<file path="src/ceam_consts.svh">
// constants of the communication error and alarm monitor
`ifndef CEAM_CONSTS_SVH
`define CEAM_CONSTS_SVH
`define CEAM_ERR_LINK 8'h84
`define CEAM_ERR_UNDEF 8'h88
`define CEAM_ERR_TOOL 8'h89
`define CEAM_ERR_NVBUSY 8'h8a
`define CEAM_ERR_RANGE 8'h8c
`define CEAM_ERR_STATE 8'h8d
`define CEAM_ALM_NONE 8'h00
`define CEAM_ALM_BUS 8'h81
`define CEAM_ALM_SWITCH 8'h83
`define CEAM_ALM_LINK 8'h84
`define CEAM_ALM_TIMEOUT 8'h85
`define CEAM_ALM_CONV 8'h8e
`define CEAM_HIST_DEPTH 10
`define CEAM_HIST_IDX_MAX 4'h9
`define CEAM_LINK_ERR_LIMIT 2'h3
`define CEAM_CLK_MHZ 200
`define CEAM_TIMEOUT_MS 200
`define CEAM_TIMEOUT_CYC (`CEAM_TIMEOUT_MS * 1000 * `CEAM_CLK_MHZ)
`define CEAM_BLINK_MS 100
`define CEAM_BLINK_CYC (`CEAM_BLINK_MS * 1000 * `CEAM_CLK_MHZ)
`define CEAM_BLINK_PHASES 3'h4
`endif

</file>
<file path="src/ceam_pkg.sv">
// types of the communication error and alarm monitor
package ceam_pkg;
    typedef struct packed {
        logic framingErr;
        logic checkErr;
        logic undefCmd;
        logic rangeErr;
        logic stateErr;
    } ceam_frame_t;
    typedef struct packed {
        logic commRed;
        logic commGreen;
        logic supplyRed;
        logic supplyGreen;
    } ceam_led_t;
    typedef enum logic [2:0] {
        CEAM_IDLE = 3'b001,
        CEAM_ERRBLINK = 3'b010,
        CEAM_ALARM = 3'b100
    } ceam_led_state_t;
endpackage : ceam_pkg

</file>
<file path="src/ceam_history.sv">
// ten-entry volatile error history, newest at index zero
`include "ceam_consts.svh"
module ceam_history (
    input wire logic clk,
    input wire logic srst,
    input wire logic push,
    input wire logic [7:0] pushCode,
    input wire logic clear,
    input wire logic [3:0] readIdx,
    output logic [7:0] readCode,
    output logic [3:0] count
);
    logic [7:0] entry_q [`CEAM_HIST_DEPTH];
    logic [3:0] count_q;
    // ************
    // shift storage
    // ************
    genvar i;
    generate
        for (i = 0; i < `CEAM_HIST_DEPTH; i++) begin : gEntry
            always_ff @(posedge clk) begin
                if (srst || clear) begin // [RULE_12] [RULE_13]
                    entry_q[i] <= 8'h00;
                end else if (push) begin
                    if (i == 0) begin
                        entry_q[i] <= pushCode;
                    end else begin
                        entry_q[i] <= entry_q[i-1]; // [RULE_10]
                    end
                end
            end
        end
    endgenerate
    always_ff @(posedge clk) begin
        if (srst || clear) begin
            count_q <= 4'h0;
        end else if (push && count_q != 4'(`CEAM_HIST_DEPTH)) begin
            count_q <= count_q + 4'h1;
        end
    end
    always_ff @(posedge clk) begin
        if (srst) begin
            readCode <= 8'h00;
        end else if (readIdx <= `CEAM_HIST_IDX_MAX && readIdx < count_q) begin
            readCode <= entry_q[readIdx]; // [RULE_11]
        end else begin
            readCode <= 8'h00;
        end
    end
    assign count = count_q;
endmodule : ceam_history

</file>
<file path="src/ceam_monitor.sv">
// communication error classifier, alarm raiser and indicator driver
`include "ceam_consts.svh"
// Functional notes
// [RULE_01] link error lights comm indicator red
// [RULE_02] link error blinks supply red+green twice
// [RULE_03] other errors leave indicators unchanged
// [RULE_04] framing or check mismatch gives 84h
// [RULE_05] undefined command rejected with 88h
// [RULE_06] tool port busy refuses with 89h
// [RULE_07] busy flag or memory alarm gives 8Ah
// [RULE_08] out of range data gives 8Ch
// [RULE_09] command not executable now gives 8Dh
// [RULE_10] ten-entry history, newest first, oldest dropped
// [RULE_11] master reads stored history entries
// [RULE_12] master clear empties history; a clear in the same cycle as a rejected frame is ignored
// [RULE_13] history empty after power-up
// [RULE_14] alarm: fault outputs, motor stop, red blink
// [RULE_15] running with master disconnected raises 81h
// [RULE_16] bad bit-rate switch raises 83h
// [RULE_17] three successive link errors raise 84h
// [RULE_18] no link for 200 ms raises 85h
// [RULE_19] converter alarm raises 8Eh
// [RULE_20] timeout restarts on each valid frame
module ceam_monitor #(
    parameter int TIMEOUT_CYC = `CEAM_TIMEOUT_CYC,
    parameter int BLINK_CYC = `CEAM_BLINK_CYC
) (
    input wire logic clk,
    input wire logic srst,
    input wire logic frameDone,
    input wire ceam_pkg::ceam_frame_t frameInfo,
    input wire logic toolPortActive,
    input wire logic internalBusyFlag,
    input wire logic nvMemAlarm,
    input wire logic motorRunning,
    input wire logic masterDisconnected,
    input wire logic baudSwitchValid,
    input wire logic converterAlarm,
    input wire logic histRead,
    input wire logic [3:0] histReadIdx,
    input wire logic histClear,
    input wire logic alarmReset,
    output logic cmdAccept,
    output logic cmdReject,
    output logic [7:0] errCode,
    output logic [7:0] histCode,
    output logic [3:0] histCount,
    output logic [7:0] alarmCode,
    output logic faultOutputActiveHigh,
    output logic faultOutputActiveLowN,
    output logic motorStop,
    output ceam_pkg::ceam_led_t commStatusIndicator,
    output ceam_pkg::ceam_led_t supplyFaultIndicator
);
    // ************
    // pin synchronisers
    // ************
    logic [6:0] pinMeta_q;
    logic [6:0] pinSync_q;
    always_ff @(posedge clk) begin
        if (srst) begin
            pinMeta_q <= 7'h00;
            pinSync_q <= 7'h00;
        end else begin
            pinMeta_q <= {toolPortActive, internalBusyFlag, nvMemAlarm, motorRunning,
                          masterDisconnected, ~baudSwitchValid, converterAlarm};
            pinSync_q <= pinMeta_q;
        end
    end
    logic toolSync, busySync, nvSync, runSync, discSync, badBaudSync, convSync;
    assign {toolSync, busySync, nvSync, runSync, discSync, badBaudSync, convSync} = pinSync_q;

    // ************
    // error classification
    // ************
    logic [7:0] errCode_d;
    logic linkErr;
    always_comb begin
        linkErr = frameInfo.framingErr || frameInfo.checkErr;
        errCode_d = 8'h00;
        if (linkErr) begin
            errCode_d = `CEAM_ERR_LINK; // [RULE_04]
        end else if (frameInfo.undefCmd) begin
            errCode_d = `CEAM_ERR_UNDEF; // [RULE_05]
        end else if (toolSync) begin
            errCode_d = `CEAM_ERR_TOOL; // [RULE_06]
        end else if (busySync || nvSync) begin
            errCode_d = `CEAM_ERR_NVBUSY; // [RULE_07]
        end else if (frameInfo.rangeErr) begin
            errCode_d = `CEAM_ERR_RANGE; // [RULE_08]
        end else if (frameInfo.stateErr) begin
            errCode_d = `CEAM_ERR_STATE; // [RULE_09]
        end
    end
    logic frameBad;
    assign frameBad = frameDone && (errCode_d != 8'h00);
    always_ff @(posedge clk) begin
        if (srst) begin
            cmdAccept <= 1'b0;
            cmdReject <= 1'b0;
            errCode <= 8'h00;
        end else begin
            cmdAccept <= frameDone && !frameBad;
            cmdReject <= frameBad;
            if (frameBad) begin
                errCode <= errCode_d;
            end
        end
    end

    // ************
    // error history
    // ************
    logic [7:0] histData;
    ceam_history uHistory (
        .clk(clk),
        .srst(srst),
        .push(frameBad),
        .pushCode(errCode_d),
        .clear(histClear && !frameBad), // [RULE_12]
        .readIdx(histReadIdx),
        .readCode(histData),
        .count(histCount)
    );
    always_ff @(posedge clk) begin
        if (srst) begin
            histCode <= 8'h00;
        end else if (histRead) begin
            histCode <= histData; // [RULE_11]
        end
    end

    // ************
    // consecutive link errors and timeout
    // ************
    logic [1:0] linkErrCnt_q;
    always_ff @(posedge clk) begin
        if (srst) begin
            linkErrCnt_q <= 2'h0;
        end else if (frameDone && linkErr) begin
            if (linkErrCnt_q != `CEAM_LINK_ERR_LIMIT) begin
                linkErrCnt_q <= linkErrCnt_q + 2'h1; // [RULE_17]
            end
        end else if (frameDone) begin
            linkErrCnt_q <= 2'h0; // [RULE_17]
        end
    end
    logic [31:0] toCnt_q;
    logic timeoutHit;
    assign timeoutHit = (toCnt_q >= 32'(TIMEOUT_CYC));
    always_ff @(posedge clk) begin
        if (srst) begin
            toCnt_q <= 32'h0;
        end else if (frameDone && !linkErr) begin
            toCnt_q <= 32'h0; // [RULE_20]
        end else if (!timeoutHit) begin
            toCnt_q <= toCnt_q + 32'h1; // [RULE_20]
        end
    end

    // ************
    // alarm latch
    // ************
    logic [7:0] alarmCode_d;
    always_comb begin
        alarmCode_d = `CEAM_ALM_NONE;
        if (badBaudSync) begin
            alarmCode_d = `CEAM_ALM_SWITCH; // [RULE_16]
        end else if (convSync) begin
            alarmCode_d = `CEAM_ALM_CONV; // [RULE_19]
        end else if (runSync && discSync) begin
            alarmCode_d = `CEAM_ALM_BUS; // [RULE_15]
        end else if (linkErrCnt_q == `CEAM_LINK_ERR_LIMIT) begin
            alarmCode_d = `CEAM_ALM_LINK; // [RULE_17]
        end else if (timeoutHit) begin
            alarmCode_d = `CEAM_ALM_TIMEOUT; // [RULE_18]
        end
    end
    logic alarmOn;
    assign alarmOn = (alarmCode != `CEAM_ALM_NONE);
    always_ff @(posedge clk) begin
        if (srst) begin
            alarmCode <= `CEAM_ALM_NONE;
        end else if (!alarmOn) begin
            alarmCode <= alarmCode_d;
        end else if (alarmReset && alarmCode_d == `CEAM_ALM_NONE) begin
            alarmCode <= `CEAM_ALM_NONE;
        end
    end
    always_ff @(posedge clk) begin
        if (srst) begin
            faultOutputActiveHigh <= 1'b0;
            faultOutputActiveLowN <= 1'b1;
            motorStop <= 1'b0;
        end else begin
            faultOutputActiveHigh <= alarmOn; // [RULE_14]
            faultOutputActiveLowN <= !alarmOn; // [RULE_14]
            motorStop <= alarmOn; // [RULE_14]
        end
    end

    // ************
    // indicators
    // ************
    ceam_pkg::ceam_led_state_t ledState_q;
    logic [31:0] blinkCnt_q;
    logic [2:0] phase_q;
    logic phaseEnd;
    logic commRed_q;
    assign phaseEnd = (blinkCnt_q >= 32'(BLINK_CYC - 1));
    always_ff @(posedge clk) begin
        if (srst) begin
            ledState_q <= ceam_pkg::CEAM_IDLE;
            blinkCnt_q <= 32'h0;
            phase_q <= 3'h0;
        end else begin
            blinkCnt_q <= phaseEnd ? 32'h0 : blinkCnt_q + 32'h1;
            unique case (ledState_q)
                ceam_pkg::CEAM_IDLE: begin
                    if (alarmOn) begin
                        ledState_q <= ceam_pkg::CEAM_ALARM;
                    end else if (frameDone && linkErr) begin
                        ledState_q <= ceam_pkg::CEAM_ERRBLINK; // [RULE_02]
                        blinkCnt_q <= 32'h0;
                        phase_q <= 3'h0;
                    end
                end
                ceam_pkg::CEAM_ERRBLINK: begin
                    if (alarmOn) begin
                        ledState_q <= ceam_pkg::CEAM_ALARM;
                    end else if (phaseEnd) begin
                        phase_q <= phase_q + 3'h1;
                        if (phase_q == `CEAM_BLINK_PHASES - 3'h1) begin
                            ledState_q <= ceam_pkg::CEAM_IDLE; // [RULE_02]
                        end
                    end
                end
                ceam_pkg::CEAM_ALARM: begin
                    if (!alarmOn) begin
                        ledState_q <= ceam_pkg::CEAM_IDLE;
                    end else if (phaseEnd) begin
                        phase_q <= phase_q + 3'h1;
                    end
                end
            endcase
        end
    end
    always_ff @(posedge clk) begin
        if (srst) begin
            commRed_q <= 1'b0;
        end else if (frameDone && linkErr) begin
            commRed_q <= 1'b1; // [RULE_01] [RULE_03]
        end else if (frameDone && !frameBad) begin
            commRed_q <= 1'b0; // [RULE_03]
        end
    end
    always_ff @(posedge clk) begin
        if (srst) begin
            commStatusIndicator <= '0;
            supplyFaultIndicator <= '0;
        end else begin
            commStatusIndicator.commRed <= commRed_q; // [RULE_01]
            commStatusIndicator.commGreen <= !commRed_q && !alarmOn;
            commStatusIndicator.supplyRed <= 1'b0;
            commStatusIndicator.supplyGreen <= 1'b0;
            supplyFaultIndicator.commRed <= 1'b0;
            supplyFaultIndicator.commGreen <= 1'b0;
            unique case (ledState_q)
                ceam_pkg::CEAM_IDLE: begin
                    supplyFaultIndicator.supplyRed <= 1'b0;
                    supplyFaultIndicator.supplyGreen <= 1'b1;
                end
                ceam_pkg::CEAM_ERRBLINK: begin
                    supplyFaultIndicator.supplyRed <= !phase_q[0]; // [RULE_02]
                    supplyFaultIndicator.supplyGreen <= !phase_q[0]; // [RULE_02]
                end
                ceam_pkg::CEAM_ALARM: begin
                    supplyFaultIndicator.supplyRed <= !phase_q[0]; // [RULE_14]
                    supplyFaultIndicator.supplyGreen <= 1'b0;
                end
            endcase
        end
    end
endmodule : ceam_monitor

</file>
<file path="config.mk">
export PLATFORM = sky130hd
export DESIGN_NAME = ceam_monitor
export DESIGN_NICKNAME = d
export VERILOG_FILES = /design/src/ceam_pkg.sv /design/src/ceam_history.sv /design/src/ceam_monitor.sv
export VERILOG_INCLUDE_DIRS = /design/src
export SDC_FILE = /design/constraint.sdc
export NUM_CORES = 1
export LEC_CHECK = 0
export ABC_AREA = 1
export ABC_CLOCK_PERIOD_IN_PS = 9010
export BUFFER_PORTS_ARGS = -buffer_cell sky130_fd_sc_hd__buf_2
export CAP_MARGIN = 0
export CORE_ASPECT_RATIO = 1.1
export CORE_MARGIN = 2
export CORE_UTILIZATION = 65
export DETAILED_ROUTE_END_ITERATION = 10
export PLACE_DENSITY = 0.82
export SLEW_MARGIN = 30
export SYNTH_ARGS = -nofsm -noshare
export SYNTH_HDL_FRONTEND = slang
export SYNTH_SLANG_ARGS = --single-unit
</file>
<file path="constraint.sdc">
create_clock -name clk -period 9.01 [get_ports clk]
set_clock_uncertainty 0.2 [all_clocks]
set_input_delay 1.802 -clock clk [delete_from_list [all_inputs] [get_ports clk]]
set_output_delay 1.802 -clock clk [all_outputs]
set_load 0.01 [all_outputs]
</file>
* Word level (Yosys, flattened, before mapping)
Memories as Yosys holds them, arrays and structs flattened. A register that Yosys moved wholly into a read port is not among the register bits.
Index checks and enable logic that the tools add are counted.
** Operators by class
- Multiplexer cells :: 51
- Reduce and logical (&&, ||, !) cells :: 28
- Equal/unequal tests :: 17
- Bitwise operators :: 12
- Magnitude comparators :: 4
- Add/subtract/negate cells :: 5
** Operator list (number)
- two-way mux 8 bit :: 23
- two-way mux 32 bit :: 4
- adder 32 x 1 -> 32 bit (second input constant) :: 2
- two-way mux 3 bit :: 11
- >= comparator 32 x 25 -> 1 bit (second input constant) :: 1
- >= comparator 32 x 26 -> 1 bit (second input constant) :: 1
- one-hot mux 3 bit (3 select lines) :: 2
- nonzero test 8 bit :: 2
- != test 2 bit (second input constant) :: 6
- logical AND 1 bit :: 10
- bitwise OR 1 bit :: 10
- != test 3 bit (second input constant) :: 3
- logical NOT 8 bit :: 1
- AND reduction 4 bit :: 2
- two-way mux 1 bit :: 7
- == test 3 x 2 -> 1 bit (second input constant) :: 2
- two-way mux 2 bit :: 3
- one-hot mux 2 bit (3 select lines) :: 1
- logical NOT 1 bit :: 5
- adder 4 x 1 -> 4 bit (second input constant) :: 1
- less-or-equal comparator 4 bit (second input constant) :: 1
- less-than comparator 4 bit :: 1
- != test 2 x 1 -> 1 bit (second input constant) :: 2
- != test 4 bit (second input constant) :: 1
- other kinds (10) :: 15
** Storage, ports and cells
- Memory bits (writable) :: 80
- Memories kept :: 1
- Output and inout bits :: 41
- Register bits after elaboration :: 127
- Bits of input ports :: 22
** Memories
- uHistory.entry_q :: words 10, width 8, rd ports 10, clocked after Yosys merged registers in 1, write ports 10, line ceam_history.sv:13 : logic [7:0] entry_q [`CEAM_HIST_DEPTH];

* Depth between registers and ports, before layout
- Depth in word-level cells :: 14
- Depth in mapped cells :: 12
- Depth with buffers taken out :: 12

* Cells and area by module
Synthesis repeated with hierarchy kept, for this count alone.
** Second synthesis, totals
- Cells, all modules :: 1246
- Area total of the unflattened synthesis :: 9805.7 µm²
** By module, submodules not included
- ceam_monitor :: area an instance 5524.0 µm², seq. area each 2262.2 µm², cells an instance 780, instances 1
- ceam_history :: area an instance 4281.6 µm², seq. area each 2642.5 µm², cells an instance 466, instances 1

* Least setup slack after synthesis
OpenSTA, ideal clock, no wires.
- Path type :: input -> register
- Start point :: input frameInfo[2] (netlist bit)
- End point :: memory uHistory.entry_q[0][0], enable pin
- Cell stages on the path :: 5
- Arrival time :: 3631 ps
- Setup time :: 409 ps
- Setup slack :: 4771 ps
- Cell sequence :: nor2_1 nand3_1 o21ai_4 a21oi_1 nand2_1
** RTL lines
- start: declaration :: line ceam_monitor.sv:31 : input wire ceam_pkg::ceam_frame_t frameInfo,
- end: declaration :: line ceam_history.sv:13

==> flow_summary.json <==
{
  "drive_above_1_share_pct": 12.6,
  "synth-edff-count": 50,
  "drtIter0Drc": 476,
  "crit_slowest_cell": "nand4_2",
  "setup-violations-final": 0,
  "io_pins": 63,
  "final_common_cell": "nand2_1",
  "grt_pass1_vias": 5976,
  "cp-start-kind": "input pin",
  "synth_simple_gate_area_share_pct": 27.8,
  "antenna_found_initial": 1,
  "slew_violations": 0,
  "ys_ff_latch": 169,
  "drt_wl_total_um": 16200,
  "io_buffers": 49,
  "crit_type": "input pin to register",
  "final_core_util_pct": 73.8,
  "max_freq_mhz": 272,
  "die_w_um": 110,
  "grt_pass1_wl_um": 26900,
  "fp.dieArea_mm2": 0.0133,
  "n_antenna_cell": 0,
  "synth_ff_type": "dfxtp_1",
  "cts_made_buffers": 17,
  "layout_min_cycle_time_ns": 3.68,
  "tightest_slew_ns": 0.766,
  "ys_warn_count": 0,
  "syn_avg_cell_area_um2": 7.85,
  "synthCells": 1023,
  "path_delay_family": "simple AND/OR/NAND/NOR gates",
  "p_per_area_mw_per_mm2": 188,
  "cp.arrival_ns": 3.81,
  "die_y_um": 121,
  "synth_cell_types": 43,
  "peakVddDrop_v": 0.000150,
  "num_vias": 6522,
  "mostFrequentLayoutCells": "193 x nand2_1, 178 x nor2_1, 150 x inv_1",
  "cts_resized": 0,
  "hp-class": "register to register",
  "synth.yosys.seq_area_share_pct": 48.3,
  "rows": 42,
  "firstDrtPassIters": 5,
  "finalHoldViolCount": 0,
  "place_congestion": 0.909,
  "ys_async_sr_fraction_pct": 0,
  "synth_compound_area_share_pct": 9.47,
  "drc": 0,
  "synth_top_family_by_area": "simple AND/OR/NAND/NOR gates",
  "leakage_uw": 0.00371,
  "crit_required_ns": 9.14,
  "worstPathBufferInverterCount": 2,
  "cap_violations": 0,
  "synthAdderAreaFrac_pct": 1.71,
  "cp_max_fo": 26,
  "drtAntennaViolNets": 0,
  "layout-area-overhead-vs-synth_pct": 10.5,
  "tns_ns": 0,
  "cpPeakStageDelay_ns": 0.72,
  "rsz0062_at_grt": "no",
  "track_usage_pct": 25.7,
  "cts.sinks": 169,
  "critPathCaptureType": "register",
  "cts_tree": "built",
  "muxShareOfSynthArea_pct": 0,
  "cts_max_level": 4,
  "core_mm2": 0.0120,
  "ctsHoldBuffers": 0,
  "status": "finished clean",
  "nNetsFinal": 1108,
  "clk_path_buf_depth": 2,
  "dp_hpwl_um": 11200,
  "timing.critical_path.cells": "buf_2 -> inv_1 -> nand4_2 -> nor3b_1",
  "synthXorXnorAreaFrac_pct": 2.18,
  "synth_area_mm2": 0.00803,
  "viasPerCell": 5.25,
  "finalCritPeriodShare_pct": 40.8,
  "initial_utilization_pct": 66.8,
  "clk_latency_ns": 0.43,
  "wire_per_inst_um": 13.0,
  "clk_pin_slew_ns": 0.07,
  "post-cts-setup-buffers": 0,
  "grt_start_max_net_pins": 51,
  "grt-ovfl-total": 0,
  "root_buffer": "clkbuf_16",
  "relSlewSlack_pct": 48.6
}
tightest hold or removal path, stage by stage, from the launching register on:
cell and delay, ns:
dfxtp_1 0.30, inv_1 0.04, nor2_1 0.03
worst paths after layout:
path / start / to / slack, ns / depth (start not counted)
setup / recovery: srst / blinkCnt_q[2] / 5.33 / 4
hold / removal: pinMeta_q[5] / pinSync_q[5] / 0.21 / 2
setup reg to reg: pinSync_q[4] / uHistory.entry_q[3][0] / 6.54 / 5
hold reg to reg: pinMeta_q[5] / pinSync_q[5] / 0.21 / 2
synth_stat cells, drive strengths merged, types with 3 or more instances:
| cell | count | share of area [%] |
|---|---|---|
| xnor2 | 6 | 0.65 |
| a21oi | 71 | 4.6 |
| buf | 30 | 2.7 |
| xor2 | 14 | 1.5 |
| o2111ai | 3 | 0.33 |
| ha | 11 | 1.7 |
| nand2 | 201 | 9.6 |
| o21ai | 42 | 2.8 |
| clkbuf | 6 | 0.28 |
| clkinv | 3 | 0.16 |
| nand4 | 10 | 0.93 |
| o211ai | 8 | 0.75 |
| o221ai | 5 | 0.55 |
| dfxtp | 119 | 30 |
| nand3b | 5 | 0.47 |
| inv | 156 | 7.3 |
| nor3 | 23 | 2.4 |
| edfxtp | 50 | 19 |
| nor3b | 4 | 0.37 |
| nor2 | 190 | 9.5 |
| nand3 | 57 | 4.3 |
cell type report:
class | instances | area (um^2)
Sequential cell | 169 | 3880
Multi-Input combinational cell | 678 | 3390
Fill cell | 929 | 3160
Inverter | 159 | 598
Clock buffer | 18 | 450
Timing Repair Buffer | 50 | 253
Tap cell | 154 | 193
Clock inverter | 14 | 110
power breakdown:
| part | internal, uW | switching, uW |
|---|---|---|
| sequential | 821 | 18.6 |
| clock | 374 | 314 |
| combinational | 46.4 | 96.5 |
| total | 1240 | 429 |
logic make-up (layout without fill, tap and decap cells):
| kind of cell | after synthesis | count (layout) |
|---|---|---|
| flops | 169 | 169 |
| buf+inv | 195 | 241 |
| other cells | 1 | 20 |
| compound gates | 134 | 134 |
| simple gates | 493 | 493 |
| xor+xnor | 20 | 20 |
| fa+ha+maj | 11 | 11 |
stage by stage:
step                      worst slack [ns]  area [um^2]  cells  total power (uW)  hold slack [ns]
after floorplan                       4.77         8110   1042               960            0.188
after global placement                4.72         8310   1210               992            0.191
after detailed placement              4.90         8320   1210               997            0.198
after CTS                             5.33         8880   1242              1680            0.207
after global routing                  5.13         8880   1242              1740            0.222
final                                 5.33         8880   1242              1670            0.208
layer usage:
metal | global-route usage (%) | vias to the layer above | wire length [um]
li1 | - | 3339 | -
met1 | 30.3 | 2993 | 6810
met2 | 44.3 | 154 | 8120
met3 | 5.98 | 34 | 810
met4 | 11.0 | 2 | 435
met5 | 0 | - | 13
sequential cells by signal, indices dropped and copies added, names as in the netlist, 2 cells and up:
name	flops
linkErrCnt_q	2
pinSync_q	7
supplyFaultIndicator	2
alarmCode	5
uHistory.entry_q	50
commStatusIndicator	2
ledState_q	3
histCode	5
pinMeta_q	7
errCode	5
phase_q	3
toCnt_q	32
uHistory.count	4
blinkCnt_q	32
uHistory.readCode	5
Power figures use the tool's default switching activity.
